`src/hbs_defs.vh`:
```
`ifndef HBS_DEFS_VH
`define HBS_DEFS_VH
`define HBS_STYLE_DIRSTB     2'h0
`define HBS_STYLE_SPLIT      2'h1
`define HBS_STYLE_MUX        2'h2
`define HBS_ADDR_W           7
`define HBS_NUM_CH           4
// common register offsets
`define HBS_OFS_ADDR_CMP     7'h30
`define HBS_OFS_COMMON_CFG   7'h31
`define HBS_OFS_VEC_MASK     7'h32
`define HBS_OFS_VEC_STATUS   7'h36
// per-channel block: base = ch * stride
`define HBS_CH_STRIDE        7'h0c
`define HBS_OFS_EV_STATUS    4'h0
`define HBS_OFS_EV_MASK      4'h1
`define HBS_OFS_CH_STATUS    4'h2
`define HBS_OFS_CH_CMD       4'h3
`define HBS_OFS_CH_MODE      4'h4
`define HBS_OFS_RX_COUNT     4'h5
`define HBS_OFS_SLOT_SEL     4'h6
// reset values
`define HBS_RST_ZERO         8'h00
`define HBS_RST_CH_STATUS    8'h50
// common config field: vector position select
`define HBS_CFG_VEC_POS_BIT  4
`endif

```
`src/hbs_host_port.v`:
```
`timescale 1ns/10ps
`default_nettype none
`include "hbs_defs.vh"
module hbs_host_port #(
   parameter AW = `HBS_ADDR_W
) (
   input  wire          clk_sys_in,
   input  wire          rst_n_in,
   input  wire          latch_strobe_in,
   input  wire          chip_sel_n_in,
   input  wire          write_strobe_n_in,
   input  wire          read_strobe_n_in,
   input  wire          read_write_dir_in,
   input  wire          data_strobe_n_in,
   input  wire [AW-1:0] sep_addr_in,
   input  wire [7:0]    ad_in,
   output reg  [7:0]    ad_out,
   output reg  [7:0]    ad_oe_out,
   output reg  [1:0]    bus_style_out,
   output wire [7:0]    common_config_out,
   output wire [7:0]    channel_vector_mask_out,
   output wire          outputs_enabled_out
);
   // ----------------------------------------
   // bus style selection
   // ----------------------------------------
   reg          ale_prev_reg;
   reg          ale_seen_reg;
   reg          mux_lock_reg;
   reg [AW-1:0] mux_addr_reg;
   reg          strb_prev_reg;
   reg [7:0]    cfg_reg;
   reg [7:0]    vmask_reg;
   reg [7:0]    acmp_reg;
   reg          configured_reg;
   reg [1:0]    rd_state_reg;
   reg [1:0]    rd_state_next;
   reg [7:0]    fixed_rd_reg;
   reg          fixed_hit_reg;
   reg          vpos_reg;

   // read strobe tracking states
   localparam RD_IDLE  = 2'b00;
   localparam RD_WAIT  = 2'b01;
   localparam RD_DRIVE = 2'b10;

   // the first cycle after reset only records the level, so no edge is seen out of reset
   wire ale_edge = ale_seen_reg && (latch_strobe_in != ale_prev_reg);
   wire mux_now  = mux_lock_reg | ale_edge;

   function [1:0] style_of;
      input mux;
      input level;
      begin
         if (mux)
            style_of = `HBS_STYLE_MUX;
         else if (level)
            style_of = `HBS_STYLE_DIRSTB;
         else
            style_of = `HBS_STYLE_SPLIT;
      end
   endfunction

   // an edge switches the style in the same cycle, before the lock flop is set
   always @*
   begin
      bus_style_out = style_of(mux_now, latch_strobe_in);
   end

   always @(posedge clk_sys_in)
   begin
      if (!rst_n_in)
      begin
         ale_prev_reg <= 1'b0;
         ale_seen_reg <= 1'b0;
         mux_lock_reg <= 1'b0;
         mux_addr_reg <= {AW{1'b0}};
      end
      else
      begin
         ale_prev_reg <= latch_strobe_in;
         ale_seen_reg <= 1'b1;
         if (ale_edge)
            mux_lock_reg <= 1'b1;
         if (ale_seen_reg && ale_prev_reg && !latch_strobe_in)
            mux_addr_reg <= ad_in[AW-1:0];
      end
   end

   // ----------------------------------------
   // access decode per style
   // ----------------------------------------
   wire          cs      = !chip_sel_n_in;
   wire [AW-1:0] addr    = mux_lock_reg ? mux_addr_reg : sep_addr_in;
   wire          dir_style = (bus_style_out == `HBS_STYLE_DIRSTB);
   wire          wr_act  = cs && (dir_style ? (!data_strobe_n_in && !read_write_dir_in) : !write_strobe_n_in);
   wire          rd_act  = cs && (dir_style ? (!data_strobe_n_in && read_write_dir_in) : !read_strobe_n_in);
   // writes take effect once per strobe, on its first cycle
   wire          wr_pulse = wr_act && !strb_prev_reg;

   function is_fixed;
      input [AW-1:0] a;
      begin
         is_fixed = (a == `HBS_OFS_ADDR_CMP) || (a == `HBS_OFS_COMMON_CFG) ||
                    (a == `HBS_OFS_VEC_MASK) || (a == `HBS_OFS_VEC_STATUS);
      end
   endfunction

   // ----------------------------------------
   // address helpers
   // ----------------------------------------
   // field offset inside a channel block
   function [3:0] field_of;
      input [AW-1:0] a;
      reg   [AW-1:0] r;
      begin
         r        = a % `HBS_CH_STRIDE;
         field_of = r[3:0];
      end
   endfunction

   // vector status drives only its nibble, the other half floats
   function [7:0] drive_mask;
      input [AW-1:0] a;
      input          vpos;
      begin
         if (a != `HBS_OFS_VEC_STATUS)
            drive_mask = 8'hff;
         else if (vpos)
            drive_mask = 8'hf0;
         else
            drive_mask = 8'h0f;
      end
   endfunction

   function [7:0] fixed_read;
      input [AW-1:0] a;
      input [7:0]    acmp;
      input [7:0]    cfg;
      input [7:0]    vmask;
      begin
         case (a)
            `HBS_OFS_ADDR_CMP   : fixed_read = acmp;
            `HBS_OFS_COMMON_CFG : fixed_read = cfg;
            `HBS_OFS_VEC_MASK   : fixed_read = vmask;
            default             : fixed_read = `HBS_RST_ZERO; // no vector pending
         endcase
      end
   endfunction

   // ----------------------------------------
   // read strobe tracking: drive starts on the third strobe cycle
   // ----------------------------------------
   always @*
   begin
      rd_state_next = RD_IDLE;
      case (rd_state_reg)
         RD_IDLE :
         begin
            if (rd_act)
               rd_state_next = RD_WAIT;
         end
         RD_WAIT :
         begin
            if (rd_act)
               rd_state_next = RD_DRIVE;
         end
         RD_DRIVE :
         begin
            if (rd_act)
               rd_state_next = RD_DRIVE;
         end
         default :
         begin
            rd_state_next = RD_IDLE;
         end
      endcase
   end

   // ----------------------------------------
   // common registers and reset state
   // ----------------------------------------
   always @(posedge clk_sys_in)
   begin
      if (!rst_n_in)
      begin
         strb_prev_reg  <= 1'b0;
         cfg_reg        <= `HBS_RST_ZERO;
         vmask_reg      <= `HBS_RST_ZERO;
         acmp_reg       <= `HBS_RST_ZERO;
         configured_reg <= 1'b0;
         rd_state_reg   <= RD_IDLE;
         fixed_rd_reg   <= `HBS_RST_ZERO;
         fixed_hit_reg  <= 1'b0;
         vpos_reg       <= 1'b0;
      end
      else
      begin
         strb_prev_reg <= wr_act | rd_act;
         rd_state_reg  <= rd_state_next;
         vpos_reg      <= cfg_reg[`HBS_CFG_VEC_POS_BIT];
         fixed_hit_reg <= is_fixed(addr);
         fixed_rd_reg  <= fixed_read(addr, acmp_reg, cfg_reg, vmask_reg);
         if (wr_pulse)
         begin
            configured_reg <= 1'b1;
            case (addr)
               `HBS_OFS_ADDR_CMP   : acmp_reg  <= ad_in;
               `HBS_OFS_COMMON_CFG : cfg_reg   <= ad_in;
               `HBS_OFS_VEC_MASK   : vmask_reg <= ad_in;
               default             : ; // channel registers live in the memory
            endcase
         end
      end
   end

   // ----------------------------------------
   // per-channel registers in memory, loaded by a walk after reset is released
   // ----------------------------------------
   reg [AW-1:0] clr_addr_reg;
   reg [AW-1:0] clr_addr_next;
   reg          clr_busy_reg;
   reg          clr_busy_next;
   wire [7:0]   mem_rd;
   wire [3:0]   ch_field = field_of(clr_addr_reg);
   wire [7:0]   clr_val  = (ch_field == `HBS_OFS_CH_STATUS) ? `HBS_RST_CH_STATUS : `HBS_RST_ZERO;

   // host writes to channel registers are lost while the walk runs; it ends 128 cycles after reset
   always @*
   begin
      clr_addr_next = clr_addr_reg;
      clr_busy_next = clr_busy_reg;
      if (clr_busy_reg)
      begin
         clr_addr_next = clr_addr_reg + 1'b1;
         if (&clr_addr_reg)
            clr_busy_next = 1'b0;
      end
   end

   always @(posedge clk_sys_in)
   begin
      if (!rst_n_in)
      begin
         clr_addr_reg <= {AW{1'b0}};
         clr_busy_reg <= 1'b1;
      end
      else
      begin
         clr_addr_reg <= clr_addr_next;
         clr_busy_reg <= clr_busy_next;
      end
   end

   // ----------------------------------------
   // memory port select
   // ----------------------------------------
   wire          mem_we = clr_busy_reg | (wr_pulse && !is_fixed(addr));
   wire [AW-1:0] mem_wa = clr_busy_reg ? clr_addr_reg : addr;
   wire [7:0]    mem_wd = clr_busy_reg ? clr_val : ad_in;

   hbs_reg_mem #(
      .AW (AW)
   ) u_mem (
      .clk_sys_in  (clk_sys_in),
      .wr_en_in    (mem_we),
      .wr_addr_in  (mem_wa),
      .wr_data_in  (mem_wd),
      .rd_addr_in  (addr),
      .rd_data_out (mem_rd)
   );

   // ----------------------------------------
   // read data drive, floating until configured
   // ----------------------------------------
   always @(posedge clk_sys_in)
   begin
      if (!rst_n_in)
      begin
         ad_out    <= 8'h00;
         ad_oe_out <= 8'h00;
      end
      else
      begin
         ad_out    <= fixed_hit_reg ? fixed_rd_reg : mem_rd;
         // reads float until the first write
         if ((rd_state_reg != RD_IDLE) && rd_act && configured_reg)
            ad_oe_out <= drive_mask(addr, vpos_reg);
         else
            ad_oe_out <= 8'h00;
      end
   end

   assign common_config_out       = cfg_reg;
   assign channel_vector_mask_out = vmask_reg;
   assign outputs_enabled_out     = configured_reg;
endmodule
`default_nettype wire

```
`src/hbs_reg_mem.v`:
```
`timescale 1ns/10ps
`default_nettype none
module hbs_reg_mem #(
   parameter AW = 7
) (
   input  wire          clk_sys_in,
   input  wire          wr_en_in,
   input  wire [AW-1:0] wr_addr_in,
   input  wire [7:0]    wr_data_in,
   input  wire [AW-1:0] rd_addr_in,
   output reg  [7:0]    rd_data_out
);
   // ----------------------------------------
   // plain storage, registered read
   // ----------------------------------------
   reg [7:0] mem_reg [0:(1<<AW)-1];

   always @(posedge clk_sys_in)
   begin
      if (wr_en_in)
      begin
         mem_reg[wr_addr_in] <= wr_data_in;
      end
      rd_data_out <= mem_reg[rd_addr_in];
   end
endmodule
`default_nettype wire

```
`config.mk`:
```
export PLATFORM = sky130hd
export DESIGN_NAME = hbs_host_port
export DESIGN_NICKNAME = d
export VERILOG_FILES = /design/src/hbs_host_port.v /design/src/hbs_reg_mem.v
export VERILOG_INCLUDE_DIRS = /design/src /design/src/src
export SDC_FILE = /design/constraint.sdc
export NUM_CORES = 1
export LEC_CHECK = 0
export CAP_MARGIN = 5
export CORE_MARGIN = 4
export CORE_UTILIZATION = 47
export CTS_BUF_LIST = sky130_fd_sc_hd__clkbuf_8
export CTS_CLUSTER_DIAMETER = 80
export CTS_CLUSTER_SIZE = 8
export DETAILED_ROUTE_END_ITERATION = 6
export DONT_BUFFER_PORTS = 1
export SYNTH_ARGS = -nofsm -noshare
export SYNTH_HDL_FRONTEND = slang
export SYNTH_SLANG_ARGS = --single-unit
```
`constraint.sdc`:
```
create_clock -name clk_sys_in -period 11.3 [get_ports clk_sys_in]
set_input_delay 2.825 -clock clk_sys_in [delete_from_list [all_inputs] [get_ports clk_sys_in]]
set_output_delay 2.825 -clock clk_sys_in [all_outputs]
set_load 0.01 [all_outputs]
```
==> flow_summary_export.csv <==
group,metric,value,unit
timing,whs,0.465,ns
clock_tree,clock_latency,0.81,ns
logic_synthesis,syn-num-nets,2682,
floorplanning,io_pins,58,
timing,slew_headroom,18.3,%
logic_synthesis,synth_top_area_cell,"edfxtp_1",
timing,hold_viol,0,
logic_synthesis,synth.top_cell.area_share,71.2,%
clock_tree,ctsLongestPathBuffers,3,
floorplanning,rows,110,
logic_synthesis,synth-async-reset-ratio,0,%
clock_tree,cts_tree,"built",
timing,drv_slew,0,
clock_tree,cts_buffers,155,
clock_tree,clk_pin_slew_worst_paths,0.07,ns
drt,drt_iter0_drc,3207,
min_path,hp-class,"reg2reg",
clock_tree,htree_levels,4,
drt,drt-pass1-iter-count,6,
logic_synthesis,synth_ff_type,"edfxtp_1",
timing,setup_tns,0,ns
logic_synthesis,ys_ff_latch,1098,
critical_path,start_kind,"input pin",
timing,finalSetupViolCount,0,
global_routing,antenna_found_initial,3,
run_status,outcome,"complete, no violations",
drt,viasPerCell,6.49,
logic_synthesis,synth_area_leaders,"edfxtp_1 71%, mux2i_1 4.5%, mux4_2 4.2%",
drt,drc,0,
global_routing,track_usage,25.9,%
place,place_congestion,0.899,
critical_path,arrival,3.42,ns
place,hpwl,75500,um
timing,final.min_clock_period,6.24,ns
critical_path,worstSetupPathType,"in2out",
drt,avgRoutedWirePerCell,32.5,um
critical_path,path_max_fanout,5,
pwr,power_leakage,0.0153,uW
timing,grt_setup_unrepaired,"no",
logic_synthesis,synth.most_common_cell,"edfxtp_1",
clock_tree,cts_hold_buf,0,
pwr,power_density,166,nW/um^2
final_layout,drive_above_1_share,13.2,%
critical_path,cp-end-kind,"output pin",
clock_tree,post_cts_buffers,0,
critical_path,critPathRequiredTime,8.48,ns
floorplanning,die_x,311,um
floorplanning,initial_core_util,47.7,%
place,place_ws,4.38,ns
timing,setup_ws,5.06,ns
drt,wirelength,128000,um
logic_synthesis,synth_edf_count,1024,
logic_synthesis,synth_area_per_cell,16.3,um^2
clock_tree,cts.sinks,1098,
global_routing,grt_pass1_wl,182000,um
drt,vias,25500,
place,io_buffers,0,
global_routing,grt_max_degree,107,
logic_synthesis,synth_seq_area_share,74.6,%
timing,worst_pin_slew,1.22,ns
final_layout,syn_to_final_growth,8.70,%
final_layout,largest_reg_flops,1024,
global_routing,grt_overflow,0,
global_routing,grt_pass1_vias,25600,
floorplanning,dieArea,96800,um^2
job,drv_cap,0,
pwr,worst_ir_drop_vdd,0.000117,V
drt,ant_nets,0,
clock_tree,post_cts_resized,0,
timing,clock.fmax,160,MHz
final_layout,fin_nets,2726,
clock_tree,cts_root_buf,"clkbuf_8",
logic_synthesis,synth_cell_types,69,
floorplanning,die-height,311,um
logic_synthesis,synth_warnings,0,
timing,fin_crit_sh,55.2,%
timing,fin_worst_skew,0.0379,ns
logic_synthesis,postSynthCellCount,2654,
logic_synthesis,ys_top_cells_by_count,"1024 x edfxtp_1, 231 x nand2_1, 198 x nor2_1, 192 x mux2i_1, 114 x a21oi_1",
floorplanning,core,90600,um^2
logic_synthesis,syn_area,43200,um^2
## placed cells by master, fill, tap and decap left out, types with 23 or more instances in the layout
cell	n
dfxtp_1	72
mux2i_1	189
a21oi_1	113
a221o_1	33
edfxtp_1	1024
nor2_1	198
o21ai_0	106
nand2_1	231
a221oi_1	66
nand3_1	32
inv_1	59
buf_4	59
mux4_2	80
o22ai_1	39
clkbuf_8	161
o211ai_1	23
## kinds of logic after synthesis
family	after synthesis	share of synthesized area [%]
DFF	1098	74.6
AOI/OAI and AO/OA	554	8.99
and+or+nand+nor	522	5.02
muxes	279	8.82
buffers and inverters	189	2.23
xor gates and xnor gates	7	0.142
adders and majority gates	5	0.145
## metrics by stage
| stage | utilization [%] | power, uW | std cells | instance area (um^2) |
|---|---|---|---|---|
| floorplan | - | 4910 | 2654 | 43200 |
| global placement | 49.1 | 5160 | 3716 | 44500 |
| detailed placement | 49.1 | 5160 | 3717 | 44500 |
| CTS | 51.8 | 7830 | 3930 | 46900 |
| global route | 51.8 | 8040 | 3931 | 46900 |
| finish | 51.8 | 7790 | 3934 | 46900 |
## per-layer routing
metal,vias to the layer above,global-route usage (%),wire length [um]
met1,13100,35.2,50100
met3,264,6.15,12900
li1,10600,-,-
met2,1622,41.0,60600
met4,0,9.62,4180
met5,-,0,0
## final cells by class
class                      instances  area (um^2)
inverter                          15         56.3
antenna                            4         10.0
timing repair buffer              61          474
clock inverter                    52          230
fill                            7303        43600
sequential                      1098        32200
clock buffer                     161         2220
tap                             1176         1470
multi-input combinational       1367        10200
## where the power goes
group          total, uW  internal (uW)  switching, uW  leakage [uW]
sequential          4460           4430           26.0        0.0101
combinational        629            189            440       0.00378
clock               2700           1280           1420       0.00140
total               7790           5900           1890        0.0153
## worst max-delay path: stages
cell and delay (ns):
xor2_1 0.14, a21o_1 0.24, nor2_1 0.21
## final timing paths
| check | startpoint | endpoint | slack, ns | cells after the start |
|---|---|---|---|---|
| worst max-delay path | latch_strobe_in | bus_style_out[0] | 5.06 | 3 |
| worst max register to register | mux_lock_reg | u_mem.mem_reg[28][4] | 6.24 | 8 |
| worst min register to register | acmp_reg[6] | acmp_reg[6] | 0.47 | 2 |
| worst min-delay path | acmp_reg[6] | acmp_reg[6] | 0.47 | 2 |
Power figures use the tool's default switching activity.
